**config.mk**
```make
export PLATFORM = sky130hd
export DESIGN_NAME = fpccs_unit
export DESIGN_NICKNAME = d
export VERILOG_FILES = /design/src/fpccs_sqrt.v /design/src/fpccs_unit.v
export VERILOG_INCLUDE_DIRS = /design/src
export SDC_FILE = /design/constraint.sdc
export NUM_CORES = 1
export LEC_CHECK = 0
export BUFFER_PORTS_ARGS = -buffer_cell sky130_fd_sc_hd__buf_2
export CAP_MARGIN = 40
export CORE_MARGIN = 3
export CORE_UTILIZATION = 50
export DETAILED_ROUTE_END_ITERATION = 8
export HOLD_SLACK_MARGIN = 0.12
export PLACE_DENSITY = 0.71
export SLEW_MARGIN = 25
export SYNTH_ARGS = -nofsm -noshare
export SYNTH_HDL_FRONTEND = slang
export SYNTH_SLANG_ARGS = --single-unit
export TNS_END_PERCENT = 20
```
**constraint.sdc**
```tcl
create_clock -name clk_sys -period 6.1 [get_ports clk_sys]
set_input_delay 0.305 -clock clk_sys [delete_from_list [all_inputs] [get_ports clk_sys]]
set_output_delay 0.305 -clock clk_sys [all_outputs]
set_load 0.02 [all_outputs]
```
**src/fpccs_defines.vh**
```
// constants of the floating-point compare, convert and square-root slice
// assumes inclusion by the slice, monitor and bench files; definitions, no logic
`ifndef FPCCS_DEFINES_VH
`define FPCCS_DEFINES_VH

// ************************************************
// instruction word fields (bit 31 = msb)
// ************************************************
`define FPCCS_MAJOR_HI      31
`define FPCCS_MAJOR_LO      26
`define FPCCS_MAJOR_FP      6'h16
`define FPCCS_FUNC_HI       10
`define FPCCS_FUNC_LO       7
`define FPCCS_SEL_HI        6
`define FPCCS_SEL_LO        4
`define FPCCS_FUNC_CMP      4'h4
`define FPCCS_FUNC_FLT      4'h5
`define FPCCS_FUNC_FINT     4'h6
`define FPCCS_FUNC_SQRT     4'h7

// ************************************************
// compare selector codes
// ************************************************
`define FPCCS_SEL_UN        3'h0
`define FPCCS_SEL_LT        3'h1
`define FPCCS_SEL_EQ        3'h2
`define FPCCS_SEL_LE        3'h3
`define FPCCS_SEL_GT        3'h4
`define FPCCS_SEL_NE        3'h5
`define FPCCS_SEL_GE        3'h6

// ************************************************
// values and configuration codes
// ************************************************
`define FPCCS_CAUSE_FP      5'h06
`define FPCCS_QNAN          32'hFFC00000
`define FPCCS_CAUSE_RST     5'h00
`define FPCCS_CFG_EXT       2'h2
`define FPCCS_AREA_SMALL    2'h1
`define FPCCS_AREA_FAST     2'h2

// ************************************************
// latencies in clk_sys cycles, per area setting
// ************************************************
`define FPCCS_LAT_CMP_0     5'h01
`define FPCCS_LAT_CMP_1     5'h03
`define FPCCS_LAT_FLT_0     5'h04
`define FPCCS_LAT_FLT_1     5'h06
`define FPCCS_LAT_FLT_2     5'h01
`define FPCCS_LAT_FINT_0    5'h05
`define FPCCS_LAT_FINT_1    5'h07
`define FPCCS_LAT_FINT_2    5'h02
`define FPCCS_LAT_SQRT_0    5'h1B
`define FPCCS_LAT_SQRT_1    5'h1D
`define FPCCS_LAT_SQRT_2    5'h17

// square-root iterations, two root bits per cycle
`define FPCCS_SQRT_STEPS    4'hD

`endif

```
**src/fpccs_sqrt.v**
```verilog
// iterative square root of a positive normal single-precision value
// assumes the caller filters specials and waits at least 14 cycles
`timescale 1ns/1ps
`include "fpccs_defines.vh"

module fpccs_sqrt (
  input  wire        clk_sys,
  input  wire        rst,
  input  wire        start,
  input  wire [31:0] operand,
  output wire [31:0] root_out
);

  reg  [51:0] rad;
  reg  [27:0] rem;
  reg  [25:0] root;
  reg  [3:0]  cnt;
  reg  [7:0]  exp_res;
  wire [53:0] s1;
  wire [53:0] s2;
  wire [8:0]  exp_sum;
  wire        rnd;

  // one restoring step: returns {remainder, root}
  function [53:0] sqrt_step;
    input [27:0] r;
    input [25:0] q;
    input [1:0]  pair;
    reg   [27:0] sh;
    reg   [27:0] trial;
    begin
      sh    = {r[25:0], pair};
      trial = {q[25:0], 2'b01};
      if (sh >= trial) begin
        sqrt_step = {sh - trial, q[24:0], 1'b1};
      end else begin
        sqrt_step = {sh, q[24:0], 1'b0};
      end
    end
  endfunction

  assign s1      = sqrt_step(rem, root, rad[51:50]);
  assign s2      = sqrt_step(s1[53:26], s1[25:0], rad[49:48]);
  assign exp_sum = ({1'b0, operand[30:23]} + 9'h07F) >> 1;

  // ************************************************
  // digit recurrence, two bits a cycle
  // ************************************************
  // odd unbiased exponent (even biased) takes one more shift
  always @(posedge clk_sys or posedge rst) begin
    if (rst) begin
      rad     <= 52'h0;
      rem     <= 28'h0;
      root    <= 26'h0;
      cnt     <= 4'h0;
      exp_res <= 8'h00;
    end else if (start) begin
      rad     <= operand[23] ? {3'b000, 1'b1, operand[22:0], 25'h0}
                             : {2'b00, 1'b1, operand[22:0], 26'h0};
      rem     <= 28'h0;
      root    <= 26'h0;
      cnt     <= `FPCCS_SQRT_STEPS;
      exp_res <= exp_sum[7:0];
    end else if (cnt != 4'h0) begin
      rad  <= {rad[47:0], 4'h0};
      rem  <= s2[53:26];
      root <= s2[25:0];
      cnt  <= cnt - 4'h1;
    end
  end

  // round to nearest even; a carry rolls into the exponent
  assign rnd      = root[0] & ((rem != 28'h0) | root[1]);
  assign root_out = {1'b0, exp_res, root[23:1]} + {31'h0, rnd};

endmodule

```
**src/fpccs_unit.v**
```verilog
// floating-point compare, int/float conversion and square-root slice
// assumes the pipeline issues one decoded word at a time on issue_ready
//
// Functional notes
// - compare decoded at function 0100; selector bits 4-6 pick test
// - denormal compare operand: result 0, denormal flag, cause 00110
// - ordered operands follow selector table; selector 111 returns 0
// - signalling NaN: invalid flag, cause set, 1 only for 000/101
// - quiet NaN: 000/101 give 1, 010 gives 0, ordered tests trap
// - on a floating-point exception the destination stays unchanged
// - compare takes 1 cycle at area 0 or 2, 3 cycles at area 1
// - compare exists only when float unit config is above zero
// - signed integer to float with rounding, no flags touched
// - int to float takes 4, 6 or 1 cycles by area setting
// - float to signed integer truncating toward zero
// - denormal, NaN, infinity or out of range input traps
// - float to int takes 5, 7 or 2 cycles by area setting
// - conversions and square root need extended float config
// - square root of source; denormal input traps with denormal flag
// - sqrt: signalling NaN or negative traps, quiet NaN, minus zero
// - square root takes 27, 29 or 23 cycles by area setting
`timescale 1ns/1ps
`include "fpccs_defines.vh"

module fpccs_unit (
  input  wire        clk_sys,
  input  wire        rst,
  input  wire        issue_valid,
  output wire        issue_ready,
  input  wire [31:0] instr,
  input  wire [31:0] src_a,
  input  wire [31:0] src_b,
  input  wire [1:0]  area_opt_level,
  input  wire [1:0]  float_unit_config,
  input  wire        flag_clear,
  output reg         done,
  output reg         dest_we,
  output reg  [31:0] dest_operand,
  output reg         fp_exception,
  output reg  [4:0]  exception_cause_code,
  output reg         invalid_op_flag,
  output reg         denormal_operand_flag,
  output reg         unsupported
);

  // ************************************************
  // state and captured operands
  // ************************************************
  localparam ST_IDLE = 2'b01;
  localparam ST_RUN  = 2'b10;

  reg  [1:0]  state;
  reg  [4:0]  cnt;
  reg  [3:0]  func;
  reg  [2:0]  sel;
  reg  [31:0] op_a;
  reg  [31:0] op_b;

  wire [3:0]  in_func = instr[`FPCCS_FUNC_HI:`FPCCS_FUNC_LO];
  wire        accept  = issue_valid & issue_ready;
  wire        is_fp   = instr[`FPCCS_MAJOR_HI:`FPCCS_MAJOR_LO]
                        == `FPCCS_MAJOR_FP;
  wire        ext_cfg = float_unit_config == `FPCCS_CFG_EXT;
  reg         legal;
  reg  [4:0]  lat;
  wire [31:0] sqrt_root;

  assign issue_ready = state == ST_IDLE;

  // ************************************************
  // decode and latency selection at issue
  // ************************************************
  always @* begin
    legal = 1'b0;
    lat   = `FPCCS_LAT_CMP_0;
    if (is_fp) begin
      case (in_func)
        `FPCCS_FUNC_CMP: begin
          legal = float_unit_config != 2'h0;
          lat   = (area_opt_level == `FPCCS_AREA_SMALL)
                  ? `FPCCS_LAT_CMP_1 : `FPCCS_LAT_CMP_0;
        end
        `FPCCS_FUNC_FLT: begin
          legal = ext_cfg;
          lat   = (area_opt_level == `FPCCS_AREA_SMALL) ? `FPCCS_LAT_FLT_1 :
                  (area_opt_level == `FPCCS_AREA_FAST)  ? `FPCCS_LAT_FLT_2 :
                  `FPCCS_LAT_FLT_0;
        end
        `FPCCS_FUNC_FINT: begin
          legal = ext_cfg;
          lat   = (area_opt_level == `FPCCS_AREA_SMALL) ? `FPCCS_LAT_FINT_1 :
                  (area_opt_level == `FPCCS_AREA_FAST)  ? `FPCCS_LAT_FINT_2 :
                  `FPCCS_LAT_FINT_0;
        end
        `FPCCS_FUNC_SQRT: begin
          legal = ext_cfg;
          lat   = (area_opt_level == `FPCCS_AREA_SMALL) ? `FPCCS_LAT_SQRT_1 :
                  (area_opt_level == `FPCCS_AREA_FAST)  ? `FPCCS_LAT_SQRT_2 :
                  `FPCCS_LAT_SQRT_0;
        end
        default: begin
          legal = 1'b0;
          lat   = `FPCCS_LAT_CMP_0;
        end
      endcase
    end
  end

  // ************************************************
  // operand classification
  // ************************************************
  wire a_emax = op_a[30:23] == 8'hFF;
  wire b_emax = op_b[30:23] == 8'hFF;
  wire a_mnz  = op_a[22:0] != 23'h0;
  wire b_mnz  = op_b[22:0] != 23'h0;
  wire a_dnz  = (op_a[30:23] == 8'h00) & a_mnz;
  wire b_dnz  = (op_b[30:23] == 8'h00) & b_mnz;
  wire a_zero = op_a[30:0] == 31'h0;
  wire b_zero = op_b[30:0] == 31'h0;
  wire a_nan  = a_emax & a_mnz;
  wire b_nan  = b_emax & b_mnz;
  wire a_snan = a_nan & ~op_a[22];
  wire b_snan = b_nan & ~op_b[22];
  wire a_inf  = a_emax & ~a_mnz;

  // ************************************************
  // compare of src_b against src_a
  // ************************************************
  // plus and minus zero compare equal
  wire c_eq = (a_zero & b_zero) | (op_a == op_b);
  wire c_lt = ~c_eq & ((op_b[31] & ~op_a[31]) |
              (~op_b[31] & ~op_a[31] & (op_b[30:0] < op_a[30:0])) |
              (op_b[31] & op_a[31] & (op_b[30:0] > op_a[30:0])));
  wire c_gt = ~c_eq & ~c_lt;
  wire sel_unord = (sel == `FPCCS_SEL_UN) | (sel == `FPCCS_SEL_NE);
  wire sel_order = (sel == `FPCCS_SEL_LT) | (sel == `FPCCS_SEL_LE) |
                   (sel == `FPCCS_SEL_GT) | (sel == `FPCCS_SEL_GE);

  reg        c_rel;
  reg        c_res;
  reg        c_io;
  reg        c_do;

  always @* begin
    case (sel)
      `FPCCS_SEL_LT: c_rel = c_lt;
      `FPCCS_SEL_EQ: c_rel = c_eq;
      `FPCCS_SEL_LE: c_rel = c_lt | c_eq;
      `FPCCS_SEL_GT: c_rel = c_gt;
      `FPCCS_SEL_NE: c_rel = ~c_eq;
      `FPCCS_SEL_GE: c_rel = c_gt | c_eq;
      default:       c_rel = 1'b0; // unordered and 111 give 0
    endcase
  end

  // denormal wins over NaN, signalling over quiet
  always @* begin
    c_res = c_rel;
    c_io  = 1'b0;
    c_do  = 1'b0;
    if (a_dnz | b_dnz) begin
      c_res = 1'b0;
      c_do  = 1'b1;
    end else if (a_snan | b_snan) begin
      c_res = sel_unord;
      c_io  = 1'b1;
    end else if (a_nan | b_nan) begin
      c_res = sel_unord;
      c_io  = sel_order;
    end
  end

  // ************************************************
  // signed integer to float, nearest even
  // ************************************************
  wire [31:0] i_abs = op_a[31] ? (~op_a + 32'h1) : op_a;
  reg  [5:0]  i_lz;
  reg  [31:0] i_norm;
  reg  [7:0]  i_exp;
  reg         i_rnd;
  reg  [31:0] flt_res;
  integer     k;

  // priority scan; the last hit is the leading one
  always @* begin
    i_lz = 6'h00;
    for (k = 0; k < 32; k = k + 1) begin
      if (i_abs[k]) begin
        i_lz = 6'd31 - k[5:0];
      end
    end
    i_norm  = i_abs << i_lz;
    i_exp   = 8'h9E - {2'b00, i_lz};
    i_rnd   = i_norm[7] & ((i_norm[6:0] != 7'h0) | i_norm[8]);
    flt_res = {op_a[31], i_exp, i_norm[30:8]} + {31'h0, i_rnd};
    if (i_abs == 32'h0) begin
      flt_res = 32'h0;
    end
  end

  // ************************************************
  // float to signed integer, truncating
  // ************************************************
  // biased exponent 158 is 2^31; only minus 2^31 fits there
  wire        f_big   = op_a[30:23] > 8'h9D;
  wire        f_min   = op_a[31] & (op_a[30:23] == 8'h9E) & ~a_mnz;
  wire [7:0]  f_shift = 8'h9E - op_a[30:23];
  wire [31:0] f_mag   = {1'b1, op_a[22:0], 8'h00} >> f_shift[4:0];
  reg  [31:0] fint_res;
  reg         f_io;

  always @* begin
    f_io = a_nan | a_inf | (f_big & ~f_min);
    if (op_a[30:23] < 8'h7F) begin
      fint_res = 32'h0; // magnitude below one
    end else if (f_min) begin
      fint_res = 32'h80000000;
    end else begin
      fint_res = op_a[31] ? (~f_mag + 32'h1) : f_mag;
    end
  end

  // ************************************************
  // square root special cases
  // ************************************************
  reg  [31:0] s_res;
  reg         s_io;

  always @* begin
    s_io  = 1'b0;
    s_res = sqrt_root;
    if (a_snan) begin
      s_res = `FPCCS_QNAN;
      s_io  = 1'b1;
    end else if (a_nan) begin
      s_res = `FPCCS_QNAN;
    end else if (op_a[31] & ~a_zero) begin
      s_res = `FPCCS_QNAN;
      s_io  = 1'b1;
    end else if (a_zero | a_inf) begin
      s_res = op_a; // keeps minus zero
    end
  end

  fpccs_sqrt u_sqrt (
    .clk_sys  (clk_sys),
    .rst      (rst),
    .start    (accept & legal & (in_func == `FPCCS_FUNC_SQRT)),
    .operand  (src_a),
    .root_out (sqrt_root)
  );

  // ************************************************
  // commit selection
  // ************************************************
  reg  [31:0] res;
  reg         set_io;
  reg         set_do;

  always @* begin
    res    = 32'h0;
    set_io = 1'b0;
    set_do = 1'b0;
    case (func)
      `FPCCS_FUNC_CMP: begin
        res    = {31'h0, c_res};
        set_io = c_io;
        set_do = c_do;
      end
      `FPCCS_FUNC_FLT: begin
        res = flt_res;
      end
      `FPCCS_FUNC_FINT: begin
        res    = fint_res;
        set_do = a_dnz;
        set_io = ~a_dnz & f_io;
      end
      `FPCCS_FUNC_SQRT: begin
        res    = s_res;
        set_do = a_dnz;
        set_io = ~a_dnz & s_io;
      end
      default: begin
        res = 32'h0;
      end
    endcase
  end

  wire commit = (state == ST_RUN) & (cnt == 5'h01);
  wire trap   = set_io | set_do;

  // ************************************************
  // sequencer and result registers
  // ************************************************
  always @(posedge clk_sys or posedge rst) begin
    if (rst) begin
      state                <= ST_IDLE;
      cnt                  <= 5'h00;
      func                 <= 4'h0;
      sel                  <= 3'h0;
      op_a                 <= 32'h0;
      op_b                 <= 32'h0;
      done                 <= 1'b0;
      dest_we              <= 1'b0;
      dest_operand         <= 32'h0;
      fp_exception         <= 1'b0;
      exception_cause_code <= `FPCCS_CAUSE_RST;
      unsupported          <= 1'b0;
    end else begin
      done         <= 1'b0;
      dest_we      <= 1'b0;
      fp_exception <= 1'b0;
      unsupported  <= 1'b0;
      case (state)
        ST_IDLE: begin
          if (accept & legal) begin
            state <= ST_RUN;
            cnt   <= lat;
            func  <= in_func;
            sel   <= instr[`FPCCS_SEL_HI:`FPCCS_SEL_LO];
            op_a  <= src_a;
            op_b  <= src_b;
          end else if (accept) begin
            unsupported <= 1'b1;
          end
        end
        ST_RUN: begin
          if (commit) begin
            state <= ST_IDLE;
            done  <= 1'b1;
            if (trap) begin
              fp_exception         <= 1'b1;
              exception_cause_code <= `FPCCS_CAUSE_FP;
            end else begin
              dest_we      <= 1'b1;
              dest_operand <= res;
            end
          end else begin
            cnt <= cnt - 5'h01;
          end
        end
        default: begin
          state <= ST_IDLE;
        end
      endcase
    end
  end

  // ************************************************
  // sticky status flags
  // ************************************************
  // a trap in the clearing cycle still lands
  always @(posedge clk_sys or posedge rst) begin
    if (rst) begin
      invalid_op_flag       <= 1'b0;
      denormal_operand_flag <= 1'b0;
    end else begin
      invalid_op_flag       <= (commit & set_io) |
                               (invalid_op_flag & ~flag_clear);
      denormal_operand_flag <= (commit & set_do) |
                               (denormal_operand_flag & ~flag_clear);
    end
  end

endmodule

```
### After elaboration in Yosys (flattened, before gate mapping)

Index checks and enable logic that the tools add are counted.
Widths: inputs -> output; s select.

* div/mod/pow operators: 0
* add/subtract/negate cells: 11
* equality and inequality tests: 28
* multiplexer cells: 94
* shift operators: 2
* order comparisons: 6
* bitwise gates (word level): 65
* multiply operators: 0
* reduce and logical (&&, ||, !) cells: 21

Operators with widths (count)
* $mux 32: 9
* $mux 6: 31
* $mux 52: 3
* $pmux 32 s4: 1
* $add 32x1->32 const B: 2
* $not 32->32: 2
* $logic_not 31->1: 2
* $ge 28x28->1: 2
* $mux 28: 2
* $mux 54: 1
* $mux 26: 2
* $mux 50: 1
* $reduce_bool 23->1: 2
* $add 31x1->32: 1
* $add 32x1->32: 1
* $eq 32x32->1: 1
* $eq 4x3->1 const B: 8
* $logic_not 32->1: 1
* $shl 32x6->31: 1
* $shr 32x5->32: 1
* $and 1x1->1: 31
* $gt 31x31->1: 1
* $lt 31x31->1: 1
* $reduce_bool 28->1: 1
* 41 further kinds: 119

* bits in latches: 0
* input port bits: 104
* register bits: 235
* memories kept: 0
* memory bits (writable): 0
* memory bits (read-only): 0

### Depth between registers and ports, before layout

* word-level depth: 42
* mapped depth: 30
* mapped depth without buffers: 27

### Modules after synthesis

From an unflattened synthesis, not the netlist that was laid out.

* cell total of the unflattened synthesis: 2669
* area, all modules: 21436.8 µm²

Modules (own cells, without submodules)
* fpccs_unit: area an instance 13186.4 µm², instances 1, cells an instance 1599
* fpccs_sqrt: area an instance 8250.4 µm², instances 1, cells an instance 1070

### Worst setup path after synthesis

OpenSTA, ideal clock, no wires.

* kind: register -> register
* start: reg op_a[0]
* end: reg dest_operand[23]
* arrival time: 5.750 ns
* setup time: 0.069 ns
* path slack: 0.280 ns
* cell stages (with the launch flop): 24
* cells stage by stage: dfrtp_1 buf_2 clkbuf_1 inv_1 ha_1 or3b_1 buf_2 or4_4 o41ai_4 mux2_4 and3_1 buf_6 o211ai_4 buf_6 a21oi_1 or4_4 nand3_1 a211oi_1 a211oi_4 nand4_2 or4_4 buf_6 or4_1 nand3_1

* longest elaborated chain between the ends: 42
* elaborated cells between the ends (all ways): 87
* classes of those cells: 4 x add/sub; 2 x shift; 51 x mux; 25 x bitwise; 5 x reduce/logical

RTL lines
* start: declaration: RTL line fpccs_unit.v:56 `reg [31:0] op_a;`
* start signal: assignment: RTL line fpccs_unit.v:321 `op_a <= src_a;`
* $not 32->32: RTL line fpccs_unit.v:176 `wire [31:0] i_abs = op_a[31] ? (~op_a + 32'h1) : op_a;`
* $add 32x1->32: RTL line fpccs_unit.v:176
* $mux 32: RTL line fpccs_unit.v:176
* $mux 5: RTL line fpccs_unit.v:188 `if (i_abs[k]) begin`
* $mux 6 (31 in series): RTL line fpccs_unit.v:188
* $shl 32x6->31: RTL line fpccs_unit.v:192 `i_norm = i_abs << i_lz;`
* $reduce_bool 7->1: RTL line fpccs_unit.v:194 `i_rnd = i_norm[7] & ((i_norm[6:0] != 7'h0) | i_norm[8]);`
* $or 1x1->1: RTL line fpccs_unit.v:194
* $and 1x1->1: RTL line fpccs_unit.v:194
* $add 32x1->32: RTL line fpccs_unit.v:195 `flt_res = {op_a[31], i_exp, i_norm[30:8]} + {31'h0, i_rnd};`
* $mux 32: RTL line fpccs_unit.v:196 `if (i_abs == 32'h0) begin`
* $pmux 32 s4: RTL line fpccs_unit.v:264 `case (func)`
* end signal: assignment: RTL line fpccs_unit.v:336 `dest_operand <= res;`
* end: declaration: RTL line fpccs_unit.v:38 `output reg [31:0] dest_operand,`

Several ways; a longest one is shown, not always the timed one.
A chain may end at the register's enable or synchronous reset.

### Worst setup path in the final report

* start: reg op_a[6]
* end: reg dest_operand[24]

* longest elaborated chain between the ends: 36
* elaborated cells between the ends (all ways): 81
* classes of those cells: 4 x add/sub; 2 x shift; 45 x mux; 25 x bitwise; 5 x reduce/logical

RTL lines (RTL line)
* $not 32->32: fpccs_unit.v:176
* $add 32x1->32: fpccs_unit.v:176
* $mux 32: fpccs_unit.v:176
* $mux 6 (26 in series): fpccs_unit.v:188
* $shl 32x6->31: fpccs_unit.v:192
* $reduce_bool 7->1: fpccs_unit.v:194
* $or 1x1->1: fpccs_unit.v:194
* $and 1x1->1: fpccs_unit.v:194
* $add 32x1->32: fpccs_unit.v:195
* $mux 32: fpccs_unit.v:196
* $pmux 32 s4: fpccs_unit.v:264

Several ways; a longest one is shown, not always the timed one.

==> flow_summary_export.csv <==
group,metric,value,unit
clocking,cts_buffer_depth,3,
floorplanning,die_w,214,µm
global_routing,grt_pass1_vias,21600,
worst_setup_path,arrival,6.26,ns
worst_setup_path,start_kind,"register",
global_routing,grt-busiest-layer,"met2",
placement,globalplace.congestion,1.03,
worst_setup_path,rr_worst_depth,17,
layout,drive_gt1_share,17.8,%
worst_setup_path,worstReg2RegEnd,"dest_operand[24]",
timing,slew_headroom,35.1,%
worst_setup_path,crit_buf_inv,2,
synth,yosys-top-cells-count,"347 x nand2_1, 225 x o21ai_0, 209 x dfrtp_1",
pwr,vdd_drop_max,0.000552,V
timing,maxSlewViolCount,0,
synth,syn_inst,2747,
global_routing,grt.met3_usage,6.06,%
global_routing,grt_antenna_before_repair,1,
pwr,power,0.0145,W
synth,avgSynthCellArea,7.86,µm²
worst_setup_path,crit_cells,17,
worst_setup_path,path_delay_family,"compound AO/OA/AOI/OAI gates",
job,max_cap_viol_count,0,
synth,synth.distinct_cells,108,
worst_setup_path,slowest_stage,"a221oi_2",
placement,portBuffers,125,
layout,antenna_cells,0,
clocking,clk_pin_slew,0.06,ns
routing,wl_per_cell,23.8,µm
worst_setup_path,reg2reg_slack,0.29,ns
synth,synth-edff-count,0,
synth,synth_seq_cells,210,
worst_setup_path,cp_common_cell,"buf_4",
timing,final.setup_skew,0.0166,ns
synth,synth_top_area_cell,"dfrtp_1",
synth,ys_warn_count,0,
synth,synth.area.top_cells,"dfrtp_1 24%, ha_1 6.4%, nand2_1 6.0%, o21ai_0 5.2%, xnor2_1 5.2%",
timing,holdWs,0.155,ns
routing,wl,84500,µm
worst_setup_path,cpPeakStageDelay,0.62,ns
clocking,clock_latency,0.56,ns
timing,fin_crit,5.81,ns
clocking,clockRootBuffer,"clkbuf_16",
timing,setup_viol,0,
pwr,power.density,572,nW/µm²
worst_setup_path,crit_type,"register to register",
routing,ant_nets,0,
timing,tns,0,ns
worst_setup_path,r2r-start,"op_a[6]",
floorplanning,die_area,45700,µm²
synth,async_flop_share,100,%
hold_path,holdPathStages,4,
global_routing,grtUsageMet2,54.7,%
hold_path,whs_endpoint,"unsupported",
pwr,p_leak,10.9,nW
layout,syn_to_final_growth,17.1,%
floorplanning,start_util,51.0,%
timing,hold_viol_final,0,
global_routing,grt_usage,35.6,%
synth,synth.most_common_cell,"nand2_1",
timing,period_share,95.2,%
global_routing,grt-ovfl-total,0,
clocking,cts_tree,"built",
synth,post-synth-top-area-fraction,24.2,%
routing,drtIter0Drc,2973,
global_routing,grt_max_degree,79,
routing,vias_per_cell,6.52,
floorplanning,die_h,214,µm
layout,nFillCells,3752,
synth,syn_area,21600,µm²
clocking,cts_htree_levels,1,
worst_setup_path,worstPathRequired,6.55,ns
timing,grt_setup_unrepaired,"false",
timing,max_freq,172,MHz
synth,yosys_most_used_dff,"dfrtp_1",
layout,num-nets-final,3175,
floorplanning,core_area,42300,µm²
timing,worst_pin_slew,0.966,ns
floorplanning,io-pin-count,148,
placement,place_hpwl,64900,µm
worst_setup_path,endpoint_kind,"register",
hold_path,hold_path.class,"input pin to register",
worst_setup_path,critical_path_peak_fanout,18,
clocking,cts.sinks,210,
worst_setup_path,path_cells,"buf_4, nor4_2, buf_4, a31oi_1, xnor2_1, o311a_1, a221o_1, a221oi_2, o31a_2, nand2_2, a2111oi_0, a311oi_2, o221ai_2, nand4_2, or4_4, o41a_1, o32ai_1",
global_routing,grt_pass1_wl,127000,µm
routing,drtPass1Iterations,5,
run_status,status,"finished, final reports clean",
hold_path,worstHoldStart,"instr[26]",
routing,drc,0,
synth,synth_seq_area_share,24.3,%
global_routing,grt_util_met1,49.8,%
clocking,cts_buffers,25,
floorplanning,rows,75,
routing,via_count,23200,
-- worst max-delay path by stage --
stage                        from          endpoint  slack (ns)
after floorplan               rst            cnt[0]        0.06
after global placement    op_a[0]  dest_operand[26]        0.25
after detailed placement  op_a[0]  dest_operand[26]        0.12
after CTS                 op_a[0]  dest_operand[26]         0.1
after global routing      op_a[0]  dest_operand[27]       0.002
final                     op_a[6]  dest_operand[24]        0.29
-- power breakdown --
group | switching (W) | leakage (nW) | internal, W
combinational | 0.00649 | 7.86 | 0.00441
clock | 0.000643 | 0.422 | 0.000939
sequential | 0.000286 | 2.64 | 0.00169
total | 0.00742 | 10.9 | 0.00704
-- layer usage --
metal  routed length, µm  part of all wire [%]
met2               37300                    44
met3                6820                   8.1
met5                  11                 0.013
met4                3910                   4.6
met1               36500                    43
-- cells in the final DEF (no fill, tap or decap), types with 35 or more instances in the layout --
cell	synthesis	layout
nand4_1	53	53
a31oi_1	49	48
xor2_1	44	43
a21oi_1	155	153
a211oi_1	63	63
buf_4	6	176
buf_2	27	125
nor2b_1	37	36
nor4_1	36	35
inv_1	108	107
nor2_1	172	170
nand3_1	90	90
mux2_2	45	45
dlygate4sd3_1	0	69
xnor2_1	127	125
ha_1	110	110
o21ai_0	225	222
nor3_1	76	76
a21o_1	38	38
dfrtp_1	209	208
nand2_1	347	346
mux2i_1	48	48
-- logic make-up after synthesis --
logic type,Yosys count,synth area share [%]
mux,121,7.46
buf+inv,309,5.98
flops,210,24.3
fa+ha+maj,110,6.37
compound gates,844,26.3
xor+xnor,171,6.94
simple gates,981,22.6
other cells,1,0.0174
-- worst reg2reg max path, stage by stage, from the launching register on --
cell and delay [ns]:
dfrtp_1 0.40, buf_4 0.22, nor4_2 0.52, buf_4 0.25, a31oi_1 0.10, xnor2_1 0.21, o311a_1 0.15, a221o_1 0.36
a221oi_2 0.62, o31a_2 0.32, nand2_2 0.11, a2111oi_0 0.62, a311oi_2 0.19, o221ai_2 0.26, nand4_2 0.13, or4_4 0.59
o41a_1 0.40, o32ai_1 0.27
-- through the flow --
step | std cells | util (%) | setup WS [ns] | cell area [µm²]
final | 3557 | 59.7 | 0.293 | 25300
after global placement | 3432 | 55.6 | 0.251 | 23500
after global routing | 3557 | 59.7 | 0.00185 | 25300
after detailed placement | 3435 | 55.7 | 0.123 | 23600
after CTS | 3550 | 59.4 | 0.0950 | 25100
after floorplan | 2749 | - | 0.0591 | 21600
-- area by class of cell --
cell class	count	area (µm²)	share of cell area, %
Clock buffer	35	743	2.94
Clock inverter	11	130	0.515
Inverter	112	428	1.69
Multi-Input combinational cell	2230	15200	60.0
Sequential cell	210	5260	20.8
Tap cell	577	722	2.86
Timing Repair Buffer	382	2830	11.2
-- registers in the layout, indices dropped and copies added (netlist names) --
signal / flops
cnt: 5
denormal_operand_flag: 1
dest_operand: 32
dest_we: 1
done: 1
exception_cause_code: 1
fp_exception: 1
func: 4
invalid_op_flag: 1
op_a: 32
op_b: 32
sel: 3
state: 2
u_sqrt.cnt: 4
u_sqrt.exp_res: 8
u_sqrt.rad: 27
u_sqrt.rem: 28
u_sqrt.root: 26
unsupported: 1
-- timing repair --
action                                 in CTS  in global routing
hold buffers                               69                  0
gates resized for setup                     0                 22
setup endpoints to repair                   0                 36
endpoints found under the hold margin     165                  0
buffers inserted                            0                  4
Note: power is estimated with default switching activity, not from simulation.
